**config.mk**
```make
export PLATFORM = sky130hd
export DESIGN_NAME = cpmc_top
export DESIGN_NICKNAME = d
export VERILOG_FILES = /design/src/hdl/cpmc_pkg.sv /design/src/hdl/cpmc_wake_timer.sv /design/src/hdl/cpmc_top.sv
export SDC_FILE = /design/constraint.sdc
export NUM_CORES = 1
export LEC_CHECK = 0
export BUFFER_PORTS_ARGS = -buffer_cell sky130_fd_sc_hd__buf_2
export CORE_ASPECT_RATIO = 0.75
export CORE_MARGIN = 5
export CORE_UTILIZATION = 51
export CTS_BUF_LIST = sky130_fd_sc_hd__clkbuf_2 sky130_fd_sc_hd__clkbuf_4 sky130_fd_sc_hd__clkbuf_8
export DETAILED_ROUTE_END_ITERATION = 8
export PLACE_DENSITY_LB_ADDON = 0.12
export RECOVER_POWER = 100
export SYNTH_ARGS = -nofsm -noshare
export SYNTH_HDL_FRONTEND = slang
export SYNTH_SLANG_ARGS = --single-unit
export TNS_END_PERCENT = 1
```
**constraint.sdc**
```tcl
create_clock -name clock -period 1.9 [get_ports clock]
set_input_delay 0.095 -clock clock [delete_from_list [all_inputs] [get_ports clock]]
set_output_delay 0.095 -clock clock [all_outputs]
set_load 0.005 [all_outputs]
```
**src/hdl/cpmc_pkg.sv**
```systemverilog
// cpmc_pkg: constants for the clock and power mode control block
// assumes: shared by the control block and its wake timer
package cpmc_pkg;
    // register offsets, low six bits of the i/o address
    localparam logic [5:0] CPMC_OFF_DOUBLER = 6'h1e;
    localparam logic [5:0] CPMC_OFF_CONTROL = 6'h1f;
    localparam int         CPMC_ADDR_BITS   = 6;
    // field positions
    localparam int CPMC_BIT_DOUBLER   = 7;
    localparam int CPMC_BIT_DIVIDE    = 7;
    localparam int CPMC_BIT_MODE_HI   = 6;
    localparam int CPMC_BIT_BR_WAKE   = 5;
    localparam int CPMC_BIT_LD_CLK    = 4;
    localparam int CPMC_BIT_MODE_LO   = 3;
    localparam int CPMC_BIT_LD_IO     = 2;
    localparam int CPMC_BIT_LD_CTL    = 1;
    localparam int CPMC_BIT_LD_ADDR   = 0;
    // reset values
    localparam logic [7:0] CPMC_RST_DOUBLER = 8'h00;
    localparam logic [7:0] CPMC_RST_CONTROL = 8'h00;
    localparam logic [6:0] CPMC_DOUBLER_RSVD = 7'h7f;
    // power-down modes, {bit6, bit3}
    localparam logic [1:0] CPMC_MODE_NONE    = 2'h0;
    localparam logic [1:0] CPMC_MODE_IDLE    = 2'h1;
    localparam logic [1:0] CPMC_MODE_STANDBY = 2'h2;
    localparam logic [1:0] CPMC_MODE_QUICK   = 2'h3;
    // wake wait counts in clocks
    localparam int CPMC_WAIT_W        = 18;
    localparam int CPMC_STANDBY_WAIT  = 131072;
    localparam int CPMC_QUICK_WAIT    = 64;
    localparam int CPMC_IDLE_WAIT     = 8;
    typedef enum logic [1:0] {CPMC_RUN, CPMC_SLEEP, CPMC_WAKE} cpmc_state_t;
endpackage : cpmc_pkg

```
**src/hdl/cpmc_wake_timer.sv**
```systemverilog
// cpmc_wake_timer: loadable down counter for the wake-up wait
// assumes: load and count come from the control block on one clock
`timescale 1ns/1ps
`default_nettype none
module cpmc_wake_timer (
    // clock and reset
    input  wire logic                           clock,
    input  wire logic                           sys_rst,
    // control
    input  wire logic                           load,
    input  wire logic [cpmc_pkg::CPMC_WAIT_W-1:0] load_value,
    // status
    output logic                                done
);
    logic [cpmc_pkg::CPMC_WAIT_W-1:0] count_q;  // remaining clocks
    logic                             busy_q;   // counting

    // count down from the loaded figure, done pulses once at one
    always_ff @(posedge clock) begin
        if (sys_rst) begin
            count_q <= '0;
            busy_q  <= 1'b0;
            done    <= 1'b0;
        end else if (load) begin
            count_q <= load_value;
            busy_q  <= 1'b1;
            done    <= 1'b0;
        end else if (busy_q) begin
            count_q <= count_q - 1'b1;
            done    <= (count_q == {{(cpmc_pkg::CPMC_WAIT_W-1){1'b0}}, 1'b1});
            busy_q  <= (count_q != {{(cpmc_pkg::CPMC_WAIT_W-1){1'b0}}, 1'b1});
        end else begin
            done    <= 1'b0;
        end
    end
endmodule : cpmc_wake_timer
`default_nettype wire

```
**src/hdl/cpmc_top.sv**
```systemverilog
// cpmc_top: clock doubler and cpu clock/power control registers
// assumes: cpu drives i/o strobes on this clock; exit events are pins
`timescale 1ns/1ps
`default_nettype none
module cpmc_top #(
    parameter int STANDBY_WAIT = cpmc_pkg::CPMC_STANDBY_WAIT  // shorten in simulation
) (
    // clock and reset
    input  wire logic       clock,
    input  wire logic       sys_rst,
    // internal i/o cycle
    input  wire logic [7:0] io_addr,
    input  wire logic       io_wr,
    input  wire logic       io_rd,
    input  wire logic [7:0] io_wdata,
    output logic      [7:0] io_rdata,
    // sleep handshake
    input  wire logic       sleep_exec,
    input  wire logic       io_stop_bit,
    input  wire logic       exit_event,
    input  wire logic       bus_request_in,
    // clocking outputs
    output logic            cpu_clock_en,
    output logic            system_clock_output,
    output logic            oscillator_run,
    output logic            controls_active,
    output logic            clock_doubler_enable,
    // drive strength outputs
    output logic            low_drive_clock_out,
    output logic            low_drive_io_pins,
    output logic            low_drive_cpu_controls,
    output logic            low_drive_addr_data
);
    logic [7:0]  doubler_q;       // doubler control register
    logic [7:0]  control_q;       // cpu clock and power control
    logic        sel_doubler;     // address hits doubler register
    logic        sel_control;     // address hits control register
    logic        exit_s1_q;       // synchroniser, first stage
    logic        exit_s2_q;       // synchroniser, second stage
    logic        breq_s1_q;
    logic        breq_s2_q;
    logic        divide_q;        // divide setting in force
    logic        doubler_act_q;   // doubler setting in force
    logic        div_tgl_q;       // xtal/2 phase
    logic        tick;            // one cpu clock enable
    logic [1:0]  mode;            // current sleep mode field
    logic        wake;            // an exit condition is present
    logic        timer_load;
    logic [cpmc_pkg::CPMC_WAIT_W-1:0] timer_value;
    logic        timer_done;
    cpmc_pkg::cpmc_state_t state_q;

    function automatic logic hit(input logic [7:0] a, input logic [5:0] off);
        hit = (a[cpmc_pkg::CPMC_ADDR_BITS-1:0] == off);
    endfunction : hit

    assign sel_doubler = hit(io_addr, cpmc_pkg::CPMC_OFF_DOUBLER);
    assign sel_control = hit(io_addr, cpmc_pkg::CPMC_OFF_CONTROL);
    assign mode = {control_q[cpmc_pkg::CPMC_BIT_MODE_HI], control_q[cpmc_pkg::CPMC_BIT_MODE_LO]};

    always_ff @(posedge clock) begin
        if (sys_rst) begin
            doubler_q <= cpmc_pkg::CPMC_RST_DOUBLER;
        end else if (io_wr && sel_doubler) begin
            doubler_q <= {io_wdata[cpmc_pkg::CPMC_BIT_DOUBLER], 7'h00};
        end
    end

    always_ff @(posedge clock) begin
        if (sys_rst) begin
            control_q <= cpmc_pkg::CPMC_RST_CONTROL;
        end else if (io_wr && sel_control) begin
            control_q <= io_wdata;
        end
    end

    // read data registered; reserved doubler bits read as ones
    always_ff @(posedge clock) begin
        if (sys_rst) begin
            io_rdata <= 8'h00;
        end else if (io_rd && sel_doubler) begin
            io_rdata <= {doubler_q[cpmc_pkg::CPMC_BIT_DOUBLER], cpmc_pkg::CPMC_DOUBLER_RSVD};
        end else if (io_rd && sel_control) begin
            io_rdata <= control_q;
        end else begin
            io_rdata <= 8'h00;  // other offsets belong elsewhere
        end
    end

    // pin inputs pass two flops before use
    always_ff @(posedge clock) begin
        if (sys_rst) begin
            exit_s1_q <= 1'b0;
            exit_s2_q <= 1'b0;
            breq_s1_q <= 1'b0;
            breq_s2_q <= 1'b0;
        end else begin
            exit_s1_q <= exit_event;
            exit_s2_q <= exit_s1_q;
            breq_s1_q <= bus_request_in;
            breq_s2_q <= breq_s1_q;
        end
    end

    // bus request wakes only when enabled
    assign wake = exit_s2_q || (breq_s2_q && control_q[cpmc_pkg::CPMC_BIT_BR_WAKE]);

    // settings change only at a phase boundary
    always_ff @(posedge clock) begin
        if (sys_rst) begin
            divide_q      <= 1'b0;
            doubler_act_q <= 1'b0;
            div_tgl_q     <= 1'b0;
        end else begin
            div_tgl_q <= ~div_tgl_q;
            // swapping mid-phase would cut a half period short
            if (div_tgl_q) begin
                divide_q      <= control_q[cpmc_pkg::CPMC_BIT_DIVIDE];
                doubler_act_q <= doubler_q[cpmc_pkg::CPMC_BIT_DOUBLER];
            end
        end
    end

    // xtal/2 gives every other tick, xtal/1 every tick
    assign tick = divide_q || doubler_act_q || div_tgl_q;

    // sleep entry per mode; cpu must have set io stop
    always_ff @(posedge clock) begin
        if (sys_rst) begin
            state_q <= cpmc_pkg::CPMC_RUN;
        end else begin
            case (state_q)
                cpmc_pkg::CPMC_RUN: begin
                    if (sleep_exec && io_stop_bit && mode != cpmc_pkg::CPMC_MODE_NONE) begin
                        state_q <= cpmc_pkg::CPMC_SLEEP;
                    end
                end
                cpmc_pkg::CPMC_SLEEP: begin
                    if (wake) begin
                        state_q <= cpmc_pkg::CPMC_WAKE;
                    end
                end
                cpmc_pkg::CPMC_WAKE: begin
                    if (timer_done) begin
                        state_q <= cpmc_pkg::CPMC_RUN;
                    end
                end
                default: state_q <= cpmc_pkg::CPMC_RUN;
            endcase
        end
    end

    always_comb begin
        timer_load = (state_q == cpmc_pkg::CPMC_SLEEP) && wake;
        case (mode)
            cpmc_pkg::CPMC_MODE_IDLE:  timer_value = cpmc_pkg::CPMC_WAIT_W'(cpmc_pkg::CPMC_IDLE_WAIT);
            cpmc_pkg::CPMC_MODE_QUICK: timer_value = cpmc_pkg::CPMC_WAIT_W'(cpmc_pkg::CPMC_QUICK_WAIT);
            default:                   timer_value = cpmc_pkg::CPMC_WAIT_W'(STANDBY_WAIT);
        endcase
    end

    cpmc_wake_timer u_timer (
        .clock      (clock),
        .sys_rst    (sys_rst),
        .load       (timer_load),
        .load_value (timer_value),
        .done       (timer_done)
    );

    // clocks stop while asleep; oscillator stops in standby and quick modes
    always_ff @(posedge clock) begin
        if (sys_rst) begin
            cpu_clock_en         <= 1'b0;
            system_clock_output  <= 1'b0;
            oscillator_run       <= 1'b1;
            controls_active      <= 1'b1;
            clock_doubler_enable <= 1'b0;
        end else begin
            cpu_clock_en         <= (state_q == cpmc_pkg::CPMC_RUN) && tick;
            // toggles each tick, so high and low phases stay whole
            if (state_q == cpmc_pkg::CPMC_RUN && tick) begin
                system_clock_output <= ~system_clock_output;
            end
            // oscillator off while standby or quick sleeps
            // the wake wait is its settling time, so it must run then
            oscillator_run       <= (state_q != cpmc_pkg::CPMC_SLEEP) || (mode == cpmc_pkg::CPMC_MODE_IDLE);
            controls_active      <= (state_q == cpmc_pkg::CPMC_RUN);
            clock_doubler_enable <= doubler_act_q;
        end
    end

    always_ff @(posedge clock) begin
        if (sys_rst) begin
            low_drive_clock_out    <= 1'b0;
            low_drive_io_pins      <= 1'b0;
            low_drive_cpu_controls <= 1'b0;
            low_drive_addr_data    <= 1'b0;
        end else begin
            low_drive_clock_out    <= control_q[cpmc_pkg::CPMC_BIT_LD_CLK];
            low_drive_io_pins      <= control_q[cpmc_pkg::CPMC_BIT_LD_IO];
            low_drive_cpu_controls <= control_q[cpmc_pkg::CPMC_BIT_LD_CTL];
            low_drive_addr_data    <= control_q[cpmc_pkg::CPMC_BIT_LD_ADDR];
        end
    end
endmodule : cpmc_top
`default_nettype wire

```
======== Word-level counts from Yosys, hierarchy flattened ========
Index checks and enable logic that the tools add are counted.
storage, ports and cells
  input bits .............................. 24
  output and inout bits ................... 17
  register bits ........................... 55
operators by class
  bitwise gates (word level) .............. 3
  add/subtract/negate cells ............... 1
  muxes and demuxes ....................... 11
  eq/ne operators ......................... 12
  reductions and logical operators ........ 18
operators with widths
  operator               number
  $mux 18                2
  $pmux 18 s2            1
  $eq 18x1->1 const B    1
  $ne 18x1->1 const B    1
  $sub 18x1->18 const B  1
  $mux 8                 2
  $eq 6x5->1 const B     2
  $logic_and 1x1->1      9
  $mux 2                 3
  $pmux 2 s3             1
  $eq 2x1->1 const B     2
  $eq 2x2->1 const B     2
  $logic_or 1x1->1       4
  $ne 2x1->1 const B     2
  $ne 2x2->1 const B     2
  $reduce_bool 2->1      2
  $not 1->1              3
  $reduce_and 3->1       1
  $reduce_or 3->1        1
  $logic_not 2->1        1
  $mux 1                 2

======== Logic depth before layout (Yosys ltp) ========
Gate-level depths: netlist of run 1.
  word-level depth ........................ 4
  gate-level depth with buffers ........... 6
  mapped depth without buffers ............ 6

======== Hierarchy ========
From an unflattened synthesis of run 1, not the netlist that was laid out.
second synthesis, totals
  cells, all modules ...................... 253
  area, all modules ....................... 2386.0 um2
modules (own cells, without submodules)
  module           cells an instance  instances  area each (um2)  seq. area each (um2)
  cpmc_top         124                1          1266.2           700.7
  cpmc_wake_timer  129                1          1119.8           400.4

======== Worst setup path before layout of run 1 ========
OpenSTA, ideal clock, no wires.
  kind .................................... flip-flop to flip-flop
  from .................................... register u_timer.count_q[2] (netlist name)
  to ...................................... register u_timer.count_q[15] (netlist name)
  cell stages (with the launch flop) ...... 5
  data required time ...................... 1.830 ns
  setup slack ............................. 0.001 ns
  path buffers ............................ 0
  setup time .............................. 0.070 ns
  arrival ................................. 1.829 ns
  path through ............................ dfxtp_1 or4_4 or4_1 or4_1 a21oi_1
on the way
  word-level cells in the longest chain between the ends .. 3
RTL lines
  what                    RTL line               RTL
  from (decl)             cpmc_wake_timer.sv:15  logic [cpmc_pkg::CPMC_WAIT_W-1:0] count_q;
  from (signal assigned)  cpmc_wake_timer.sv:25  count_q <= load_value;
  from (signal assigned)  cpmc_wake_timer.sv:29  count_q <= count_q - 1'b1;
  $sub 18x1->18           cpmc_wake_timer.sv:29
  $mux 18                 cpmc_wake_timer.sv:28  end else if (busy_q) begin
  $mux 18                 cpmc_wake_timer.sv:24  end else if (load) begin
No other way between the ends. The select of a mux whose other input is x is not followed.
A chain may end at the register's enable or synchronous reset.

======== Worst setup path after layout of run 1 ========
Ends and elaborated chain as after synthesis.

==> qor.csv, run 1 <==
stage,metric,value,unit
yosys,post-synthesis cell area,0.002122,mm²
global_routing,GRT busiest layer,met2,
layout,Post-Route Utilization,0.6323,
layout,share of cells above drive strength 1,0.2111,
critical_path,critical path endpoint category,flip-flop,
detailed_routing,"wirelength, routed",4228,µm
yosys,Syn Area/Cell,9.916,µm²
placed_design,"Cell Area, Placed",0.002452,mm²
power,register share of total power,0.613,
floorplanning,Die Height,65.86,µm
critical_path,Worst path most repeated cell,or4_4,
power,LEAKAGE,1.163,nW
yosys,Cells after Synth,214,
yosys,commonest cells in the netlist,"dfxtp_1 (55), nor2_1 (31), mux2i_1 (11)",
timing,Tcrit/Tclk final,0.9859,
yosys,dominant synthesized flop cell,dfxtp_1,
power,Combinational Power Share,0.038,
floorplanning,FP Rows,20,
yosys,Netlist cell types,38,
power,worst vdd ir,0.0005493,V
timing,Least-Margin Pin Slew,1.082,ns
timing,"Slew Viols, Final",0,
yosys,Post-Synth Simple-Gate Area,0.2376,
detailed_routing,iteration count of the initial detailed-routing pass,4,
clock_tree,clock tree sinks,55,
yosys,ys async rst share,0,
global_routing,met2 usage,0.2324,
timing,Clock Skew,0.006800,ns
yosys,Synth Area in XOR/XNOR,0.04540,
yosys,Synth Area in Compound Gates,0.1008,
critical_path,worst path cell trace,"or4_4, or4_4, or4_4, a21oi_2",
global_routing,initial antenna violation count,0,
timing,RSZ-0062 raised after global routing,true,
detailed_routing,Vias per Instance,5.080,
yosys,most numerous cell in the Yosys netlist,dfxtp_1,
detailed_routing,DRC violations left,0,
yosys,Yosys top cell by area,dfxtp_1,
yosys,Yosys top cell area share,0.5189,
global_routing,met1 Usage GRT,0.2302,
yosys,#FFs+latches synth,55,
global_routing,All-Layer GR Usage,0.1605,
yosys,Synth Area in Adders,0.01179,
timing,Max-slew headroom,0.2783,
floorplanning,Core ar.,0.004029,mm²
global_routing,vias in the first global route,1551,
detailed_routing,Vias,1651,
detailed_routing,initial DRC count,79,
global_routing,grt ovf,0,
critical_path,CP startpoint kind,flip-flop,
clock_tree,CTS HTree Levels,2,
outcome,outcome,"finished, final reports clean",
yosys,main combinational cell family by area after synthesis,simple AND/OR/NAND/NOR gates,
clock_tree,CTS Buf Count,5,
layout,diode count,0,
yosys,post-synthesis sequential area ratio,0.5189,
floorplanning,Initial Util,0.5267,
hold_path,Hold Path Class,in2reg,
detailed_routing,Routed WL per cell,13.01,µm
timing,Final Hold Fails,0,
yosys,Synth area leaders,"dfxtp_1 (52%), nor2_1 (5.5%), mux2i_1 (5.2%), a21o_1 (3.2%), nor2b_1 (2.7%)",
yosys,YS warnings,0,
critical_path,worst-path maximum fanout,2,
critical_path,reg2reg setup slack,0.03,ns
timing,Final Critical Period,1.873,ns
clock_tree,CTS tree,built,
layout,NumNets Final,295,
power,clock power share,0.349,
critical_path,Worst Path Required,2.14,ns
global_routing,met3 GRT Util,0.04732,
timing,final hold slack,0.01800,ns
power,Net Switching,410.5,µW
critical_path,"slowest stage delay, CP",0.53,ns
timing,Final setup viols,0,
floorplanning,Die W,84.49,µm
yosys,post-synthesis mux area share,0.05719,
placed_design,Post-DP HPWL,3014,µm
job,Max Cap Violations,0,
clock_tree,clock latency at the later pin of the worst-skew pair,0.30,ns
layout,"Design Area, Final",0.002547,mm²
placed_design,dpl ws,0.04085,ns
clock_tree,Clock Tree Root,clkbuf_8,
timing,fmax,533.8,MHz
clock_tree,Worst-path clk slew,0.09,ns
yosys,Mapped Nets,240,
placed_design,port bufs,38,
global_routing,first-pass GRT wire length,7093,µm
global_routing,pin count of the biggest net entering global routing,27,
yosys,Post-synth EDFFs,0,
floorplanning,die area,0.005564,mm²
timing,worst setup margin,0.02676,ns
layout,synthesis-to-finish area growth,20.05,%
critical_path,slowest cell on the critical path,or4_4,
power,Final Power,1.908,mW
placed_design,routability cong.,0.7847,
floorplanning,io pins,41,
critical_path,crit path DAT,2.11,ns
power,internal power,1.497,mW
clock_tree,Clock Path Buffers,2,
clock_tree,setup bufs post-CTS,0,
detailed_routing,post-route ant nets,0,
power,PwrDens,748.9,mW/mm²
power,switch share,0.2152,
critical_path,worst setup path class,reg2reg,
-- power groups by stage --
stage               combinational, mW  sequential [mW]  clock [mW]
finish                         0.0720             1.17       0.667
global route                   0.0812             1.17       0.746
CTS                            0.0729             1.17       0.690
detailed placement             0.0724             1.20           0
global placement               0.0721             1.20           0
floorplan                      0.0374             1.20           0
-- per-stage QoR --
step	cells	TNS (ns)
after floorplan	214	0
after global placement	316	0
after detailed placement	316	0
after CTS	324	0
after global routing	325	-0.007840
final	325	0
-- worst max-delay path, delay by kind of cell, from the launching register on --
| family | cells | cell delay (ns) |
|---|---|---|
| AND/OR/NAND/NOR | 3 | 1.38 |
| AO/OA/AOI/OAI | 1 | 0.11 |
| flip-flops | 1 | 0.32 |
-- kinds of logic after synthesis --
logic type               Yosys count
XOR/XNOR                          11
AO/OA/AOI/OAI                     32
flip-flops                        55
adder cells (fa/ha/maj)            2
AND/OR/NAND/NOR                   92
multiplexers                      12
buffers and inverters             10
-- registers in the layout, indices dropped and copies added (netlist names), 2 cells and up --
| register | cells |
|---|---|
| u_timer.count_q | 18 |
| control_q | 8 |
| io_rdata | 8 |
| state_q | 2 |
-- path summary, 6_finish.rpt --
check,depth (start not counted),start,end
max,4,u_timer.count_q[2],u_timer.count_q[15]
min,3,io_wdata[4],control_q[4]
max reg2reg,4,u_timer.count_q[2],u_timer.count_q[15]
min reg2reg,1,exit_s1_q,exit_s2_q
-- metal layers --
metal / routed length (µm) / up-vias
met5: 0 / -
met4: 40 / 0
met3: 161 / 5
met2: 1729 / 17
met1: 2296 / 767
li1: - / 862
-- layout make-up --
cell class / instances / area, µm²
fillers: 343 / 1481
multi-input cells: 149 / 972.2
clock inverters: 2 / 13.76
flip-flops and latches: 55 / 1101
repair buffers: 55 / 297.8
inverters: 3 / 11.26
well taps: 55 / 68.82
clock buffers: 6 / 82.58
-- repair_timing --
| item | in CTS | in global routing |
|---|---|---|
| setup endpoints to repair | 0 | 1 |
| resized for setup | 0 | 3 |
| endpoints found under the hold margin | 0 | 1 |
| hold buffers | 0 | 1 |
-- cell usage in the layout, fill, tap and decap left out, types with 6 or more instances in the layout --
cell      count
dfxtp_1      55
nor2_1       31
buf_2        29
buf_4        13
clkbuf_1     12
mux2i_1      11
a21o_1        9
nor2b_1       9
nor3_1        7
a21oi_1       7
nand2_1       7
nand3_1       6
xnor2_1       6
clkbuf_8      6
(Power assumes the default switching activity.)
==> run 2: changes to the inputs <==
- CORE_UTILIZATION: 51 -> 52
- SYNTH_HIERARCHICAL: unset -> 1
==> run 2 against run 1 <==
Against the previous run:
- via count grew 16%
- clock skew hardly changed
- count of clock-buffer cells in the layout grew 1
- global-route usage is 1.5 points higher
- combinational power increased by 24%
- total power shrank 0.12%
- sequential share of layout area is 4.2 points lower
- die area is 8.9% higher
- wire length rose by 15%
- largest power group unchanged
- highest routed layer unchanged
==> qor.csv, run 2 <==
stage,metric,value,unit,change
layout,Largest register FFs,18,,unchanged
placed_design,port bufs,38,,unchanged
floorplanning,die area,0.006057,mm²,was 0.005564 mm²
global_routing,first-pass GRT wire length,8273,µm,was 7093 µm
yosys,Yosys top cell area share,0.4615,,was 0.5189
yosys,post-synthesis cell area,0.002386,mm²,was 0.002122 mm²
timing,Tcrit/Tclk final,0.9559,,was 0.9859
placed_design,routability cong.,0.7378,,was 0.7847
hold_path,Hold Path Class,in2reg,,unchanged
timing,RSZ-0062 raised after global routing,false,,was true
critical_path,worst-path maximum fanout,3,,was 2
global_routing,All-Layer GR Usage,0.1760,,was 0.1605
power,LEAKAGE,1.122,nW,was 1.163 nW
power,worst vdd ir,0.0005328,V,was 0.0005493 V
layout,synthesis-to-finish area growth,18.30,%,was 20.05%
yosys,Cells after Synth,253,,was 214
yosys,#FFs+latches synth,55,,unchanged
clock_tree,CTS tree,built,,unchanged
placed_design,Post-DP HPWL,3409,µm,was 3014 µm
critical_path,critical path endpoint category,flip-flop,,unchanged
layout,"commonest non-fill, non-tap cell in the layout",dfxtp_1,,unchanged
clock_tree,clock latency at the later pin of the worst-skew pair,0.31,ns,was 0.30 ns
clock_tree,clock tree sinks,55,,unchanged
critical_path,Worst Path Required,2.16,ns,was 2.14 ns
timing,fmax,550.6,MHz,was 533.8 MHz
yosys,post-synthesis sequential area ratio,0.4615,,was 0.5189
timing,Max-slew headroom,0.3729,,was 0.2783
detailed_routing,post-route ant nets,0,,unchanged
floorplanning,Die Height,68.67,µm,was 65.86 µm
clock_tree,Worst-path clk slew,0.09,ns,about the same
detailed_routing,iteration count of the initial detailed-routing pass,4,,unchanged
critical_path,slowest cell on the critical path,or4_1,,was or4_4
timing,Final Critical Period,1.816,ns,was 1.873 ns
detailed_routing,Vias per Instance,5.153,,was 5.080
clock_tree,CTS HTree Levels,2,,unchanged
layout,share of cells above drive strength 1,0.2095,,was 0.2111
layout,Largest Register,u_timer/count_q,,was u_timer.count_q
floorplanning,Core ar.,0.004441,mm²,was 0.004029 mm²
yosys,Syn Area/Cell,9.431,µm²,was 9.916 µm²
layout,"commonest cells after routing, fill and taps aside","dfxtp_1 (55), buf_2 (30), nor2_1 (25)",,"was dfxtp_1 (55), nor2_1 (31), buf_2 (29)"
timing,"Slew Viols, Final",0,,unchanged
yosys,dominant synthesized flop cell,dfxtp_1,,unchanged
job,Max Cap Violations,0,,unchanged
detailed_routing,DRC violations left,0,,unchanged
power,PwrDens,675.1,mW/mm²,was 748.9 mW/mm²
clock_tree,Clock Tree Root,clkbuf_8,,unchanged
timing,Setup TNS Final,0,ns,unchanged
floorplanning,FP Rows,21,,was 20
yosys,commonest cells in the netlist,"dfxtp_1 (55), nor2_1 (25), inv_1 (16)",,"was dfxtp_1 (55), nor2_1 (31), mux2i_1 (11)"
critical_path,"slowest stage delay, CP",0.41,ns,was 0.53 ns
yosys,Netlist cell types,53,,was 38
critical_path,"CP delay by family, top",simple AND/OR/NAND/NOR gates,,unchanged
floorplanning,Die W,88.22,µm,was 84.49 µm
timing,Clock Skew,0.006573,ns,was 0.006800 ns
power,Final Power,1.906,mW,was 1.908 mW
yosys,Synth area leaders,"dfxtp_1 (46%), nor2_1 (3.9%), xor2_1 (3.3%), a211oi_1 (3.1%), a21oi_1 (2.9%)",,"was dfxtp_1 (52%), nor2_1 (5.5%), mux2i_1 (5.2%), a21o_1 (3.2%), nor2b_1 (2.7%)"
critical_path,worst setup path class,reg2reg,,unchanged
detailed_routing,Routed WL per cell,13.03,µm,was 13.01 µm
floorplanning,Initial Util,0.5373,,was 0.5267
layout,Final Non-Filler Cells,372,,was 325
layout,NumNets Final,340,,was 295
timing,Final Hold Fails,0,,unchanged
timing,final hold slack,0.03587,ns,was 0.01800 ns
placed_design,placed cells,362,,was 316
yosys,Post-synth EDFFs,0,,unchanged
detailed_routing,initial DRC count,108,,was 79
layout,diode count,0,,unchanged
clock_tree,CTS Buf Count,5,,unchanged
yosys,YS warnings,6,,was 0
yosys,Yosys top cell by area,dfxtp_1,,unchanged
yosys,ys async rst share,0,,unchanged
critical_path,crit path buf inv count,0,,unchanged
detailed_routing,Vias,1917,,was 1651
global_routing,vias in the first global route,1793,,was 1551
critical_path,crit path DAT,2.08,ns,was 2.11 ns
critical_path,CP startpoint kind,flip-flop,,unchanged
global_routing,grt ovf,0,,unchanged
critical_path,worst path cell trace,"a21oi_2, nor3_1, or3b_4, or4_1, or3_1, nand3_1",,"was or4_4, or4_4, or4_4, a21oi_2"
yosys,most numerous cell in the Yosys netlist,dfxtp_1,,unchanged
global_routing,initial antenna violation count,0,,unchanged
detailed_routing,"wirelength, routed",4847,µm,was 4228 µm
clock_tree,Clock Path Buffers,2,,unchanged
floorplanning,io pins,41,,unchanged
timing,Least-Margin Pin Slew,0.9406,ns,was 1.082 ns
outcome,outcome,"finished, final reports clean",,unchanged
timing,Final setup viols,0,,unchanged
layout,Regs by FF count,"u_timer/count_q (18), control_q (8), io_rdata (8)",,"was u_timer.count_q (18), control_q (8), io_rdata (8)"
global_routing,pin count of the biggest net entering global routing,51,,was 27
==> run 2: metrics by stage <==
step                      instance area [µm²]    util  worst slack [ns]
after floorplan                          2439       -            0.1540
after global placement                   2729  0.6145            0.1206
after detailed placement                 2729  0.6145            0.1097
after CTS                                2838  0.6391           0.03509
after global routing                     2823  0.6357          0.002591
final                                    2823  0.6357           0.08378
==> run 2: report_power, final <==
part / total [mW] / internal [mW] / switching (mW) / leakage, nW
registers: 1.17 / 1.16 / 0.00627 / 0.445
clock network: 0.648 / 0.288 / 0.360 / 0.0491
logic: 0.0891 / 0.0408 / 0.0483 / 0.629
total: 1.91 / 1.49 / 0.414 / 1.12
==> run 2: tightest hold or removal path, stage by stage <==
cell	delay, ns
buf_2	0.09
inv_1	0.04
o41ai_1	0.07
==> run 2: cells by family (layout without fill, tap and decap cells) <==
kind of cell    Yosys count  after routing  synth area share
compound gates           54             54            0.1531
xor+xnor                 12             12           0.04405
fa+ha+maj                 2              2           0.01049
buf+inv                  30             78           0.05558
flops                    55             55            0.4615
mux                       7              7           0.02937
other cells               1             15          0.001572
simple gates             92             92            0.2444
==> run 2: timing repair <==
item | in CTS | in global routing
hold endpoints to repair | 2 | 0
setup endpoints to repair | 0 | 1
hold buffers | 2 | 0
resized for setup | 0 | 1
buffers inserted | 0 | 0
==> run 2: path summary, 6_finish.rpt <==
| check | slack, ns | cells after the start | start | end |
|---|---|---|---|---|
| max reg2reg | 0.08 | 6 | control_q[5] | u_timer/count_q[17] |
| min reg2reg | 0.45 | 1 | breq_s1_q | breq_s2_q |
| max | 0.08 | 6 | control_q[5] | u_timer/count_q[17] |
| min | 0.04 | 3 | io_wdata[2] | control_q[2] |
==> run 2: area by class of cell <==
cell class	count	area, µm²
Sequential cell	55	1101
Timing Repair Buffer	53	295.3
Clock inverter	1	5.005
Fill cell	384	1618
Multi-Input combinational cell	182	1202
Inverter	17	63.81
Tap cell	57	71.32
Clock buffer	7	83.83
==> run 2: layer usage <==
layer / up-vias / part of all wire / track usage
met4: 0 / 0.014 / 0.05849
li1: 996 / - / -
met3: 7 / 0.051 / 0.04276
met1: 880 / 0.50 / 0.2344
met2: 34 / 0.44 / 0.2817
met5: - / 0 / 0
